## src/madc_pkg.sv

```systemverilog
// Summary of operation
// - eight byte-wide registers reachable over two-wire bus
// - control, auxiliary, test registers read and write
// - status, data low, identifier registers read only
// - answer only when upper address bits match strap
// - low three address bits select the register
// - select codes map to the eight registers
// - full address is strap bits then select
// - address and data shifted msb first
// - 24-bit fused identifier readable as three bytes
// - master picks channel, starts, reads 12-bit result
// - channel zero measures the 20uA source node
// - start bit clears itself when conversion ends
// - idle flag in status; start only when idle
// - control bit 6 resets all read/write registers
`default_nettype none
package madc_pkg;
    localparam logic [2:0] MADC_SEL_CTRL  = 3'h0;
    localparam logic [2:0] MADC_SEL_STAT  = 3'h1;
    localparam logic [2:0] MADC_SEL_AUX   = 3'h2;
    localparam logic [2:0] MADC_SEL_LOW   = 3'h3;
    localparam logic [2:0] MADC_SEL_TEST  = 3'h4;
    localparam logic [2:0] MADC_SEL_IDL   = 3'h5;
    localparam logic [2:0] MADC_SEL_IDM   = 3'h6;
    localparam logic [2:0] MADC_SEL_IDH   = 3'h7;
    localparam int         MADC_BIT_START = 7;
    localparam int         MADC_BIT_SWRST = 6;
    localparam int         MADC_BIT_IDLE  = 7;
    localparam logic [7:0] MADC_CTRL_RST  = 8'h00;
    localparam logic [7:0] MADC_AUX_RST   = 8'h00;
    localparam logic [7:0] MADC_TEST_RST  = 8'h10;
    // channel wired to the 20uA source
    localparam logic [2:0] MADC_CH_I20    = 3'h0;
    localparam real        MADC_CLK_MHZ   = 40.0;
    localparam real        MADC_CONV_US   = 250.0;
    localparam int         MADC_CONV_CYC  = int'(MADC_CONV_US * MADC_CLK_MHZ);

    typedef struct packed {
        logic       start;
        logic [2:0] chan;
    } madc_conv_req_t;

    typedef struct packed {
        logic        done;
        logic [11:0] result;
    } madc_conv_rsp_t;
endpackage
`default_nettype wire

```

## src/madc_i2c_regs.sv

```systemverilog
`default_nettype none
module madc_i2c_regs
    import madc_pkg::*;
#(
    parameter int          CONV_CYCLES = MADC_CONV_CYC,
    parameter logic [23:0] CHIP_ID     = 24'h5a5a5a // arbitrary value
) (
    input  wire logic                    CLK,       // system clock
    input  wire logic                    RST_B,     // async reset, low
    input  wire logic                    SCL,       // bus clock pin
    input  wire logic                    SDA_IN,    // bus data level
    output var  logic                    SDA_OUT,   // data drive value
    output var  logic                    SDA_OE,    // high while pulling low
    input  wire logic [3:0]              CHIP_ADDR, // strapped chip address
    output var  madc_pkg::madc_conv_req_t CONV_REQ, // channel and start to core
    input  wire madc_pkg::madc_conv_rsp_t CONV_RSP, // converter result
    output var  logic                    I20_SEL,   // source node on mux
    output var  logic [7:0]              AUX_OUT,   // auxiliary settings
    output var  logic [7:0]              TEST_OUT   // test settings
);
    import madc_pkg::*;

    // ------------------------------------------------------------
    // pin synchronisers
    // ------------------------------------------------------------
    logic [1:0] scl_s_q, sda_s_q;
    logic       scl_q, sda_q;
    always_ff @(posedge CLK or negedge RST_B) begin
        if (!RST_B) begin
            scl_s_q <= 2'h3;
            sda_s_q <= 2'h3;
            scl_q   <= 1'b1;
            sda_q   <= 1'b1;
        end else begin
            scl_s_q <= {scl_s_q[0], SCL};
            sda_s_q <= {sda_s_q[0], SDA_IN};
            scl_q   <= scl_s_q[1];
            sda_q   <= sda_s_q[1];
        end
    end
    wire scl_rise = scl_s_q[1] & ~scl_q;
    wire scl_fall = ~scl_s_q[1] & scl_q;
    wire start_c  = scl_s_q[1] & scl_q & sda_q & ~sda_s_q[1];
    wire stop_c   = scl_s_q[1] & scl_q & ~sda_q & sda_s_q[1];

    // strap pins, two flops before the address compare
    logic [3:0] strap_s_q, strap_q;
    always_ff @(posedge CLK or negedge RST_B) begin
        if (!RST_B) begin
            strap_s_q <= 4'h0;
            strap_q   <= 4'h0;
        end else begin
            strap_s_q <= CHIP_ADDR;
            strap_q   <= strap_s_q;
        end
    end

    // ------------------------------------------------------------
    // registers
    // ------------------------------------------------------------
    logic [7:0]  ctrl_q, aux_q, test_q;
    logic [11:0] result_q;
    logic        busy_q;
    logic [31:0] conv_cnt_q;
    logic        wr_stb;
    logic [2:0]  sel_q;
    logic [7:0]  sh_q;

    // only three selects take a write, the rest ignore it
    wire ctrl_we = wr_stb && sel_q == MADC_SEL_CTRL;
    wire aux_we  = wr_stb && sel_q == MADC_SEL_AUX;
    wire test_we = wr_stb && sel_q == MADC_SEL_TEST;
    wire sw_rst  = ctrl_we && sh_q[MADC_BIT_SWRST];

    function automatic logic [7:0] rd_mux(input logic [2:0] s);
        case (s)
            MADC_SEL_CTRL: rd_mux = ctrl_q;
            MADC_SEL_STAT: rd_mux = {~busy_q, 3'h0, result_q[11:8]};
            MADC_SEL_AUX:  rd_mux = aux_q;
            MADC_SEL_LOW:  rd_mux = result_q[7:0];
            MADC_SEL_TEST: rd_mux = test_q;
            MADC_SEL_IDL:  rd_mux = CHIP_ID[7:0];
            MADC_SEL_IDM:  rd_mux = CHIP_ID[15:8];
            MADC_SEL_IDH:  rd_mux = CHIP_ID[23:16];
            default:       rd_mux = 8'h00;
        endcase
    endfunction

    wire [7:0] rd_byte = rd_mux(sel_q);

    wire conv_done = busy_q && (conv_cnt_q == 32'(CONV_CYCLES - 1));
    wire go        = ctrl_q[MADC_BIT_START] && !busy_q;
    // a write landing in the same cycle as end of conversion wins over the clear
    wire start_keep = busy_q && !conv_done;
    wire [7:0] ctrl_wdat = {sh_q[MADC_BIT_START] | start_keep, sh_q[6:0]};

    always_ff @(posedge CLK or negedge RST_B) begin
        if (!RST_B) begin
            ctrl_q <= MADC_CTRL_RST;
            aux_q  <= MADC_AUX_RST;
            test_q <= MADC_TEST_RST;
        end else if (sw_rst) begin
            ctrl_q <= MADC_CTRL_RST;
            aux_q  <= MADC_AUX_RST;
            test_q <= MADC_TEST_RST;
        end else begin
            if (ctrl_we) begin
                ctrl_q <= ctrl_wdat;
            end else if (conv_done) begin
                ctrl_q[MADC_BIT_START] <= 1'b0;
            end
            if (aux_we) begin
                aux_q <= sh_q;
            end
            if (test_we) begin
                test_q <= sh_q;
            end
        end
    end

    always_ff @(posedge CLK or negedge RST_B) begin
        if (!RST_B) begin
            busy_q     <= 1'b0;
            conv_cnt_q <= 32'h0;
            result_q   <= 12'h000;
        end else if (go) begin
            busy_q     <= 1'b1;
            conv_cnt_q <= 32'h0;
        end else if (conv_done) begin
            busy_q   <= 1'b0;
            result_q <= CONV_RSP.result;
        end else if (busy_q) begin
            conv_cnt_q <= conv_cnt_q + 32'h1;
        end
    end

    // ------------------------------------------------------------
    // bus slave
    // ------------------------------------------------------------
    typedef enum {MADC_IDLE, MADC_ADDR, MADC_AACK, MADC_WDAT, MADC_WACK,
                  MADC_RDAT, MADC_RACK} madc_st_t;
    madc_st_t   st_q;
    logic [3:0] cnt_q;
    logic       rw_q, drv_q;
    logic       wr_q;

    assign wr_stb = wr_q;
    wire addr_hit = sh_q[7:4] == strap_q;

    always_ff @(posedge CLK or negedge RST_B) begin
        if (!RST_B) begin
            st_q  <= MADC_IDLE;
            cnt_q <= 4'h0;
            sh_q  <= 8'h00;
            sel_q <= 3'h0;
            rw_q  <= 1'b0;
            drv_q <= 1'b0;
            wr_q  <= 1'b0;
        end else begin
            wr_q <= 1'b0;
            if (start_c) begin
                st_q  <= MADC_ADDR;
                cnt_q <= 4'h0;
                drv_q <= 1'b0;
            end else if (stop_c) begin
                st_q  <= MADC_IDLE;
                drv_q <= 1'b0;
            end else begin
                case (st_q)
                    MADC_ADDR: begin
                        if (scl_rise) begin
                            sh_q  <= {sh_q[6:0], sda_q};
                            cnt_q <= cnt_q + 4'h1;
                        end else if (scl_fall && cnt_q == 4'h8) begin
                            if (addr_hit) begin
                                sel_q <= sh_q[3:1];
                                rw_q  <= sh_q[0];
                                drv_q <= 1'b1;
                                st_q  <= MADC_AACK;
                            end else begin
                                st_q <= MADC_IDLE;
                            end
                        end
                    end
                    MADC_AACK, MADC_WACK: begin
                        if (scl_fall) begin
                            cnt_q <= 4'h0;
                            if (rw_q) begin
                                sh_q  <= rd_byte;
                                drv_q <= ~rd_byte[7];
                                st_q  <= MADC_RDAT;
                            end else begin
                                drv_q <= 1'b0;
                                st_q  <= MADC_WDAT;
                            end
                        end
                    end
                    MADC_WDAT: begin
                        if (scl_rise) begin
                            sh_q  <= {sh_q[6:0], sda_q};
                            cnt_q <= cnt_q + 4'h1;
                        end else if (scl_fall && cnt_q == 4'h8) begin
                            wr_q  <= 1'b1;
                            drv_q <= 1'b1;
                            st_q  <= MADC_WACK;
                        end
                    end
                    MADC_RDAT: begin
                        if (scl_fall) begin
                            cnt_q <= cnt_q + 4'h1;
                            if (cnt_q == 4'h7) begin
                                drv_q <= 1'b0;
                                st_q  <= MADC_RACK;
                            end else begin
                                sh_q  <= {sh_q[6:0], 1'b0};
                                drv_q <= ~sh_q[6];
                            end
                        end
                    end
                    MADC_RACK: begin
                        if (scl_rise) begin
                            st_q <= sda_q ? MADC_IDLE : MADC_RACK;
                        end else if (scl_fall) begin
                            cnt_q <= 4'h0;
                            sh_q  <= rd_byte;
                            drv_q <= ~rd_byte[7];
                            st_q  <= MADC_RDAT;
                        end
                    end
                    default: drv_q <= 1'b0;
                endcase
            end
        end
    end

    // ------------------------------------------------------------
    // outputs
    // ------------------------------------------------------------
    always_ff @(posedge CLK or negedge RST_B) begin
        if (!RST_B) begin
            SDA_OUT  <= 1'b0;
            CONV_REQ <= '0;
            I20_SEL  <= 1'b0;
            AUX_OUT  <= MADC_AUX_RST;
            TEST_OUT <= MADC_TEST_RST;
        end else begin
            SDA_OUT        <= 1'b0;
            CONV_REQ.start <= go;
            CONV_REQ.chan  <= ctrl_q[2:0];
            I20_SEL        <= ctrl_q[2:0] == MADC_CH_I20;
            AUX_OUT        <= aux_q;
            TEST_OUT       <= test_q;
        end
    end

    // enable straight from the drive flop, so it settles while the clock is low
    assign SDA_OE = drv_q;
endmodule
`default_nettype wire

```

## config.mk

```make
export PLATFORM = sky130hd
export DESIGN_NAME = madc_i2c_regs
export DESIGN_NICKNAME = d
export VERILOG_FILES = /design/src/madc_pkg.sv /design/src/madc_i2c_regs.sv
export SDC_FILE = /design/constraint.sdc
export NUM_CORES = 1
export LEC_CHECK = 0
export ABC_AREA = 1
export ABC_CLOCK_PERIOD_IN_PS = 2300
export BUFFER_PORTS_ARGS = -buffer_cell sky130_fd_sc_hd__buf_2
export CAP_MARGIN = 20
export CELL_PAD_IN_SITES_DETAIL_PLACEMENT = 0
export CELL_PAD_IN_SITES_GLOBAL_PLACEMENT = 1
export CORE_UTILIZATION = 35
export DETAILED_ROUTE_END_ITERATION = 10
export GPL_ROUTABILITY_DRIVEN = 0
export HOLD_SLACK_MARGIN = 0.06
export PLACE_DENSITY_LB_ADDON = 0.1
export SYNTH_ARGS = -nofsm -noshare
export SYNTH_HDL_FRONTEND = slang
export SYNTH_SLANG_ARGS = --single-unit
```

## constraint.sdc

```tcl
create_clock -name CLK -period 2.3 [get_ports CLK]
set_input_delay 0.115 -clock CLK [delete_from_list [all_inputs] [get_ports CLK]]
set_output_delay 0.115 -clock CLK [all_outputs]
set_load 0.005 [all_outputs]
```

==> impl_metrics.tcl, run 1 <==
set metrics [dict create \
    pin_count 44 \
    powerDensity_mw_per_mm2 797 \
    tightest_slew_ns 0.801 \
    grt_start_max_net_pins 56 \
    via_per_inst 4.81 \
    drive_gt1_frac 0.120 \
    synth_top_area_share 0.450 \
    p_leak_nw 3.89 \
    grt_pass1_vias 5593 \
    ir_worst_vdd_mv 0.524 \
    cts_buffers 17 \
    skew_ns 0.00561 \
    cp_max_fo 11 \
    overflow 0 \
    multi_input_area_mm2 0.00293 \
    crit_type "flop to flop" \
    clock-root-buffer "clkbuf_16" \
    setup_viol 0 \
    drtAntennaViolNets 0 \
    synth_warnings 0 \
    die_y_um 138 \
    pwr-share-seq 0.380 \
    grt_usage 0.195 \
    wl_per_cell_um 14.6 \
    rows 49 \
    setup-tns-final_ns 0 \
    htree_levels 4 \
    nFillCells 1809 \
    critPathArrivalTime_ns 2.34 \
    cts_setup_buffers 0 \
    rsz0062_at_grt "false" \
    dp.cells 1152 \
    timing.slew.headroom 0.463 \
    synth_commonest_cells "nand2_1 (368), dfrtp_1 (117), nor2_1 (104), inv_1 (75), nand3_1 (64)" \
    synthCells 891 \
    post_cts_resize_count 0 \
    antenna_found_initial 0 \
    hold_viol_final 0 \
    async_flop_share 1.00 \
    wl_um 17500 \
    required_ns 2.57 \
    clk_path_buf_depth 2 \
    io_buffers 41 \
    synth-seq-cells 125 \
    via_count 5792 \
    grt_pass1_wl_um 29100 \
    violations "design-rule violations" \
    fp.coreArea_mm2 0.0181 \
    fmax_ghz 0.483 \
    drtIter0Drc 408 \
    fin_nets 988 \
    place_hpwl_um 12800 \
    cts.sinks 125 \
    start_util 0.360 \
    finalCritPeriodShare 0.901 \
    clk_pin_slew_ns 0.06 \
    syn_area_mm2 0.00651 \
    cts_hold_buf 19 \
    regArea_mm2 0.00314 \
    slew_violations 0 \
    clkPwrFrac 0.493 \
    yosys.area.top_type "dfrtp_1" \
    first_pass_iters 8 \
    insertion_delay_ns 0.42 \
    status "complete, but fails checks" \
    seq_area_frac_synth 0.482 \
    cp-start-kind "flop" \
    synth_flop_cell "dfrtp_1" \
    avgSynthCellArea_um2 7.31 \
    post-route-drc-count 14 \
    die_x_um 138 \
    yosysMostFrequentCell "nand2_1" \
    crit_path_end_kind "flop" \
    hold_slack_ns 0.234 \
    n_antenna_cell 0 \
    ys_types 31 \
    internal_power_mw 4.51 \
    instances_no_fill 1203 \
    dp_slack_ns 0.204 \
    final_core_util 0.433 \
    min_period_ns 2.07 \
    dieArea_mm2 0.0191 \
    tritoncts "built" \
    setup_ws_ns 0.228 \
    min_path_type "input port to asynchronous set/reset pin" \
    synth.top_cells.by_area "dfrtp_1 (45%), nand2_1 (21%), nor2_1 (6.0%), nand3_1 (4.9%), inv_1 (4.3%)" \
    swShare 0.279 \
    syn_nets 918 \
    p_comb_frac 0.126 \
    area_delta_synth_final_pct 20.4 \
    cap_violations 0 \
    synth_edf_count 0 \
    switchingPower_mw 1.75 \
]
## flip-flops by register name (all words and copies together) (netlist names), 3 cells and up
register    flops
AUX_OUT         8
CONV_REQ        4
TEST_OUT        8
aux_q           8
cnt_q           4
conv_cnt_q     32
ctrl_q          8
result_q       12
sel_q           3
sh_q            8
st_q            3
strap_q         4
strap_s_q       4
test_q          8
## power by group through the flow
stage | Sequential, mW | Clock, mW | Combinational, mW
floorplan | 2.36 | 0 | 0.559
global placement | 2.41 | 0 | 0.752
detailed placement | 2.42 | 0 | 0.764
CTS | 2.38 | 3.15 | 0.794
global route | 2.39 | 3.28 | 0.907
finish | 2.38 | 3.08 | 0.790
## cell families after synthesis
logic type / count (synthesis) / share of synthesized area
compound gates: 63 / 0.0511
other cells: 1 / 0.000576
buf+inv: 102 / 0.0677
flops: 125 / 0.482
simple gates: 583 / 0.372
fa+ha+maj: 6 / 0.0115
xor+xnor: 11 / 0.0148
## final timing paths
kind	end	startpoint	slack, ns	depth (start not counted)
max in group asynchronous	sda_q$_DFF_PN1_	RST_B	1.22	3
min reg2reg	strap_q[0]$_DFF_PN0_	strap_s_q[0]$_DFF_PN0_	0.35	0
max reg2reg	conv_cnt_q[5]$_DFFE_PN0P_	conv_cnt_q[0]$_DFFE_PN0P_	0.23	9
max	conv_cnt_q[5]$_DFFE_PN0P_	conv_cnt_q[0]$_DFFE_PN0P_	0.23	9
min in group CLK	scl_s_q[0]$_DFF_PN1_	SCL	0.34	2
min	result_q[1]$_DFFE_PN0P_	RST_B	0.23	2
## per-stage QoR
step / cell area [µm²] / total power [mW]
after detailed placement: 6970 / 3.18
after global placement: 6970 / 3.16
after floorplan: 6510 / 2.92
final: 7840 / 6.25
after global routing: 7840 / 6.58
after CTS: 7840 / 6.32
## cells in the final DEF (no fill, tap or decap), drive strengths merged
master	count
nand3	66
xor2	5
nand2	371
o32ai	1
ha	6
o21bai	1
a31oi	1
xnor2	6
clkbuf	17
or2	3
inv	88
bufinv	5
a21oi	4
buf	52
clkinv	4
nor3	4
o22ai	2
o211ai	3
dfstp	8
dfrtp	117
conb	1
nor2	114
dlygate4sd3	19
o21ai	51
nand4	25
## layout make-up
cell class	count	area share
clock buffer	17	0.0543
clock inverter	15	0.0322
multi-input combinational	664	0.374
inverter	82	0.0393
sequential	125	0.400
timing repair buffer	71	0.0634
tap	229	0.0366
## routing by layer
layer  part of all wire  GRT usage
met5                  0          0
met3              0.041     0.0405
met1               0.48      0.261
met4              0.011     0.0580
met2               0.47      0.316
## critical path, cell delays in order (launching register included)
cell	delay, ns
dfrtp_1	0.43
ha_1	0.30
nand2_1	0.11
inv_2	0.04
nand2_1	0.06
nor2_1	0.03
nand2_1	0.09
nor2_4	0.06
o21ai_1	0.63
o21ai_0	0.16
Power figures use the tool's default switching activity.
==> run 2: changes to the inputs <==
- CORE_UTILIZATION: 35 -> 45
==> run 2 against run 1 <==
The flow now finishes without violations. Sequential power about the same. Cell count is 4.2% lower. Fmax up 4.9%. Critical path depth fell by 1. Hold slack worse by 0.032 ns. Clock-buffer cell count grew 3. Clock power fell by 15%. Via count up 0.17%. Total power fell by 7.1%. Non-clock buffer count is 1 lower. Critical path type unchanged. Largest power group unchanged.
==> impl_metrics.tcl, run 2 (synthesis gave the netlist of run 1 again) <==
set metrics [dict create \
    status "finished clean" \
    die_y_um 122 \
    final_common_cell "nand2_1" \
    top_register "conv_cnt_q" \
    setup_viol 0 \
    grt_usage 0.240 \
    reg2reg_depth 8 \
    place_hpwl_um 11900 \
    regToRegStartpoint "scl_q$_DFF_PN1_" \
    reg2reg_to "rw_q$_DFFE_PN0P_" \
    total_power_mw 5.81 \
    cpLargestDelayFamily "simple AND/OR/NAND/NOR gates" \
    fp.coreArea_mm2 0.0140 \
    overflow 0 \
    ir_worst_vdd_mv 0.481 \
    skew_ns 0.00799 \
    area_delta_synth_final_pct 18.1 \
    clock-root-buffer "clkbuf_16" \
    fin_nets 987 \
    cts_buffers 17 \
    clk_pin_slew_ns 0.06 \
    rows 43 \
    grt_start_max_net_pins 76 \
    insertion_delay_ns 0.42 \
    first_pass_iters 5 \
    critPathArrivalTime_ns 2.26 \
    grt_pass1_wl_um 27300 \
    cpPeakStageDelay_ns 0.54 \
    min_path_type "input port to asynchronous set/reset pin" \
    pin_count 44 \
    nFillCells 1337 \
    tightest_slew_ns 0.559 \
    via_per_inst 5.03 \
    htree_levels 4 \
    slew_violations 0 \
    worst_path_most_repeated_cell "inv_1" \
    hold_viol_final 0 \
    crit_buf_inv 3 \
    cp_slowest_cell "dfstp_2" \
    cp-start-kind "flop" \
    grt_pass1_vias 5559 \
    io_buffers 41 \
    timing.slew.headroom 0.623 \
    rrSetupSlack_ns 0.32 \
    cts_setup_buffers 0 \
    powerDensity_mw_per_mm2 755 \
    final_cell_mix "nand2_1 (368), dfrtp_1 (117), nor2_1 (104)" \
    post-route-drc-count 0 \
    setup-tns-final_ns 0 \
    cp_max_fo 8 \
    die_x_um 122 \
    p_leak_nw 3.84 \
    crit_type "flop to flop" \
    rsz0062_at_grt "false" \
    cts.sinks 125 \
    drive_gt1_frac 0.118 \
    wl_per_cell_um 14.2 \
    antenna_found_initial 0 \
    fmax_ghz 0.506 \
    dieArea_mm2 0.0150 \
    tritoncts "built" \
    min_period_ns 1.98 \
    crit_path_end_kind "flop" \
    via_count 5802 \
    drtIter0Drc 412 \
    n_antenna_cell 0 \
    start_util 0.465 \
    required_ns 2.58 \
    wl_um 16400 \
    clk_path_buf_depth 2 \
    path_cells "inv_1 -> ha_1 -> inv_1 -> nand4_1 -> inv_1 -> nand4_1 -> nand2_1 -> o21ai_0" \
    drtAntennaViolNets 0 \
    cap_violations 0 \
    largest_register_ffs 32 \
    finalCritPeriodShare 0.859 \
    reg_top3 "conv_cnt_q (32), result_q (12)" \
]
-- run 2: cell types whose count changed in the layout (fill, tap and decap cells not counted) --
| cell | delta |
|---|---|
| clkinv_8 | -1 |
| clkbuf_1 | +2 |
| clkinv_4 | -1 |
| bufinv_16 | -3 |
| o21ai_1 | -1 |
| clkinvlp_4 | +3 |
| o21ai_2 | +1 |
| clkinv_2 | +2 |
| buf_4 | -1 |
| buf_12 | +1 |
| inv_8 | -3 |
| clkbuf_8 | +1 |
| buf_6 | -1 |
-- run 2: per-stage QoR --
stage / util / hold WS, ns / instance area (µm²) / setup WS, ns / instances
2_1_floorplan: - / -0.181 / 6510 / 0.662 / 891
3_3_place_gp: 0.494 / 0.111 / 6910 / 0.183 / 1102
3_5_place_dp: 0.494 / 0.124 / 6910 / 0.149 / 1102
4_1_cts: 0.549 / 0.223 / 7680 / 0.134 / 1153
5_1_grt: 0.550 / 0.263 / 7690 / 0.144 / 1153
6_report: 0.550 / 0.202 / 7690 / 0.324 / 1153
-- run 2: how the worst max path moves through the flow --
stage | start | to | cells past startpoint
2_1_floorplan | scl_s_q[1]$_DFF_PN1_ | cnt_q[2]$_DFFE_PN0P_ | 8
3_3_place_gp | conv_cnt_q[0]$_DFFE_PN0P_ | conv_cnt_q[5]$_DFFE_PN0P_ | 9
3_5_place_dp | conv_cnt_q[0]$_DFFE_PN0P_ | conv_cnt_q[0]$_DFFE_PN0P_ | 9
4_1_cts | conv_cnt_q[0]$_DFFE_PN0P_ | conv_cnt_q[0]$_DFFE_PN0P_ | 9
5_1_grt | conv_cnt_q[0]$_DFFE_PN0P_ | ctrl_q[7]$_DFFE_PN0P_ | 10
6_report | scl_q$_DFF_PN1_ | rw_q$_DFFE_PN0P_ | 8
-- run 2: worst register-to-register path: stages (launching register included) --
cell	delay (ns)
dfstp_2	0.54
inv_1	0.04
ha_1	0.26
inv_1	0.10
nand4_1	0.21
inv_1	0.14
nand4_1	0.30
nand2_1	0.16
o21ai_0	0.10
-- run 2: where the power goes --
part           switching [mW]  total (mW)  internal, mW
combinational           0.539       0.796         0.258
clock                    1.00        2.63          1.63
sequential             0.0969        2.38          2.28
-- run 2: final cells by class --
type,instances,area [µm²],area share
Clock buffer,20,447,0.0581
Tap cell,180,225,0.0293
Multi-Input combinational cell,664,2940,0.382
Timing Repair Buffer,70,498,0.0648
Inverter,82,308,0.0400
Sequential cell,125,3140,0.408
Clock inverter,12,136,0.0177
-- run 2: what timing repair did --
item | CTS | global route
hold buffers | 19 | 0
endpoints found under the setup margin | 0 | 1
gates resized for setup | 0 | 1
hold endpoints to repair | 57 | 0
-- run 2: per-layer routing --
metal / wire [µm] / track usage
met5: 0 / 0
met4: 384 / 0.0960
met3: 655 / 0.0567
met2: 7940 / 0.397
met1: 7420 / 0.302
==> run 3: changes to the inputs <==
- ABC_AREA: 1 -> default
- CORE_UTILIZATION: 45 -> 48
- SETUP_SLACK_MARGIN: default -> 0.4
==> run 3 against run 2 <==
Routed wire length shrank 12%. Sequential share of layout area shrank 0.13 points. Area after synthesis shrank 9.0%. Hold slack gained 0.019 ns. Via count shrank 17%. Largest cell class unchanged. Total power grew 11%. Critical path depth shrank 1. Highest routed layer unchanged. Core utilization grew 9.5 points. Critical endpoint is now result_q[5]$_DFFE_PN0P_.
==> impl_metrics.tcl, run 3 <==
set metrics [dict create \
    status "finished clean" \
    clk_pin_slew_ns 0.06 \
    timing.slew.headroom 0.640 \
    crit_type "flop to flop" \
    first_pass_iters 5 \
    fin_area_mm2 0.00774 \
    fp.coreArea_mm2 0.0120 \
    die_y_um 113 \
    overflow 0 \
    slew_violations 0 \
    largest_register_ffs 32 \
    fmax_ghz 0.514 \
    htree_levels 4 \
    gr-usage-met2 0.403 \
    dp.cells 763 \
    grt_pass1_wl_um 23800 \
    yosysMostFrequentCell "dfrtp_1" \
    antenna_found_initial 0 \
    nFillCells 976 \
    cp-start-kind "flop" \
    ys_types 68 \
    reg_top3 "conv_cnt_q (32), result_q (12)" \
    required_ns 2.59 \
    via_count 4799 \
    pwr-share-seq 0.408 \
    met1_usage 0.302 \
    rows 40 \
    switchingPower_mw 1.93 \
    top_register "conv_cnt_q" \
    fin_nets 708 \
    drtAntennaViolNets 0 \
    area_delta_synth_final_pct 30.7 \
    grt_start_max_net_pins 42 \
    post-route-drc-count 0 \
    die_x_um 113 \
    clkPwrFrac 0.384 \
    grt_pass1_vias 4826 \
    place_hpwl_um 9630 \
    path_cells "ha_4 -> and4_4 -> nand4_1 -> buf_6 -> nor3_4 -> clkbuf_16 -> mux2_4" \
    syn_area_mm2 0.00592 \
    wl_um 14500 \
    synth_warnings 0 \
    cts_buffers 17 \
    synth_commonest_cells "dfrtp_1 (117), nand2_1 (87), a21oi_1 (38), nor2_1 (26), o21ai_0 (24)" \
    start_util 0.493 \
    avgSynthCellArea_um2 10.3 \
    finalCritPeriodShare 0.845 \
    min_period_ns 1.94 \
    skew_ns 0.00917 \
    p_comb_frac 0.208 \
    clock-root-buffer "clkbuf_16" \
    cp_max_fo 6 \
    synth_top_area_share 0.494 \
    min_path_type "input port to asynchronous set/reset pin" \
    setup_viol 0 \
    setup-tns-final_ns 0 \
    powerDensity_mw_per_mm2 835 \
    synth_flop_cell "dfrtp_1" \
    rsz0062_at_grt "true" \
    syn_nets 601 \
    cp_slowest_cell "dfrtp_1" \
    final_common_cell "dfrtp_1" \
    cpPeakStageDelay_ns 0.39 \
    via_per_inst 5.71 \
    dieArea_mm2 0.0128 \
    swShare 0.299 \
    p_leak_nw 3.53 \
    critPathArrivalTime_ns 2.24 \
    synth.top_cells.by_area "dfrtp_1 (49%), nand2_1 (5.5%), dfstp_2 (3.5%), a21oi_1 (3.2%), mux2_2 (2.7%)" \
    instances_no_fill 841 \
    tightest_slew_ns 0.540 \
    hold_viol_final 0 \
    synth-seq-cells 125 \
    seq_area_frac_synth 0.530 \
    io_buffers 41 \
    synth_edf_count 0 \
    met3_usage 0.0595 \
    insertion_delay_ns 0.41 \
    drtIter0Drc 394 \
    placed_cell_area_mm2 0.00642 \
    grt_busiest_layer "met2" \
    internal_power_mw 4.53 \
    synthCells 574 \
    wl_per_cell_um 17.2 \
    crit_path_end_kind "flop" \
    final_cell_mix "dfrtp_1 (108), nand2_1 (86), buf_4 (47)" \
    n_antenna_cell 0 \
    ir_worst_vdd_mv 0.636 \
    grt_usage 0.241 \
    async_flop_share 1.00 \
    clk_path_buf_depth 2 \
    yosys.area.top_type "dfrtp_1" \
    cap_violations 0 \
    drive_gt1_frac 0.318 \
    cts.sinks 125 \
    pin_count 44 \
    tritoncts "built" \
]
==> run 3: repair_timing <==
action                                  in CTS  in global routing
cloned                                       0                  1
hold buffers                                19                  0
gates resized for setup                     31                 60
buffers inserted                            14                 12
endpoints found under the hold margin       55                  0
endpoints found under the setup margin      50                 72
pin swaps                                   15                 13
==> run 3: power groups by stage <==
stage	Clock, mW	Combinational [mW]	Sequential [mW]
after global routing	2.63	1.49	2.66
after detailed placement	0	1.09	2.65
after global placement	0	1.08	2.65
final	2.48	1.34	2.64
after floorplan	0	0.815	2.53
after CTS	2.53	1.21	2.62
==> run 3: metrics by stage <==
step | util | total power, mW | worst slack [ns] | hold slack [ns]
after floorplan | - | 3.34 | 0.363 | -0.181
after global placement | 0.535 | 3.72 | 0.0787 | 0.127
after detailed placement | 0.535 | 3.74 | 0.0319 | 0.129
after CTS | 0.616 | 6.36 | 0.325 | 0.229
after global routing | 0.644 | 6.79 | 0.271 | 0.264
final | 0.644 | 6.46 | 0.356 | 0.221
==> run 3: cells by family (layout without fill, tap and decap cells) <==
logic type               count (synthesis)  count (layout)  share of synthesized area
multiplexers                            33              33                     0.0640
AND/OR/NAND/NOR                        225             225                      0.199
other                                    1               1                   0.000633
flip-flops                             125             125                      0.530
XOR/XNOR                                12              12                     0.0177
buffers and inverters                   48             168                     0.0359
adder cells (fa/ha/maj)                  7               7                     0.0144
AO/OA/AOI/OAI                          123             123                      0.139
==> run 3: layer usage <==
| layer | part of all wire | vias to the layer above | wire (µm) |
|---|---|---|---|
| li1 | - | 2293 | - |
| met1 | 0.45 | 2374 | 6550 |
| met2 | 0.50 | 117 | 7200 |
| met3 | 0.034 | 15 | 497 |
| met4 | 0.017 | 0 | 244 |
| met5 | 0 | - | 0 |
==> run 3: final timing paths <==
check / startpoint / end / slack (ns) / cells after the start
worst max-delay path: conv_cnt_q[0]$_DFFE_PN0P_ / result_q[5]$_DFFE_PN0P_ / 0.36 / 7
worst min-delay path: RST_B / aux_q[2]$_DFFE_PN0P_ / 0.22 / 2
worst max register to register: conv_cnt_q[0]$_DFFE_PN0P_ / result_q[5]$_DFFE_PN0P_ / 0.36 / 7
worst min register to register: strap_s_q[0]$_DFF_PN0_ / strap_q[0]$_DFF_PN0_ / 0.35 / 0
max in group asynchronous: RST_B / st_q[2]$_DFFE_PN0P_ / 1.28 / 3
min in group CLK: SCL / scl_s_q[0]$_DFF_PN1_ / 0.35 / 2
==> run 3: critical path: cells and delay by family, from the launching register on <==
kind / cells / cell delay, ns
adders and majority gates: 1 / 0.16
and+or+nand+nor: 3 / 0.59
muxes: 1 / 0.29
DFF: 1 / 0.39
buffers and inverters: 2 / 0.39
==> run 3: final cells by class <==
| class | instances | area, µm² | share of cell area |
|---|---|---|---|
| clock buffers | 21 | 460 | 0.0595 |
| flip-flops and latches | 125 | 3150 | 0.407 |
| repair buffers | 116 | 878 | 0.113 |
| multi-input cells | 401 | 2900 | 0.374 |
| inverters | 20 | 75.1 | 0.00970 |
| well taps | 147 | 184 | 0.0238 |
| clock inverters | 11 | 95.1 | 0.0123 |
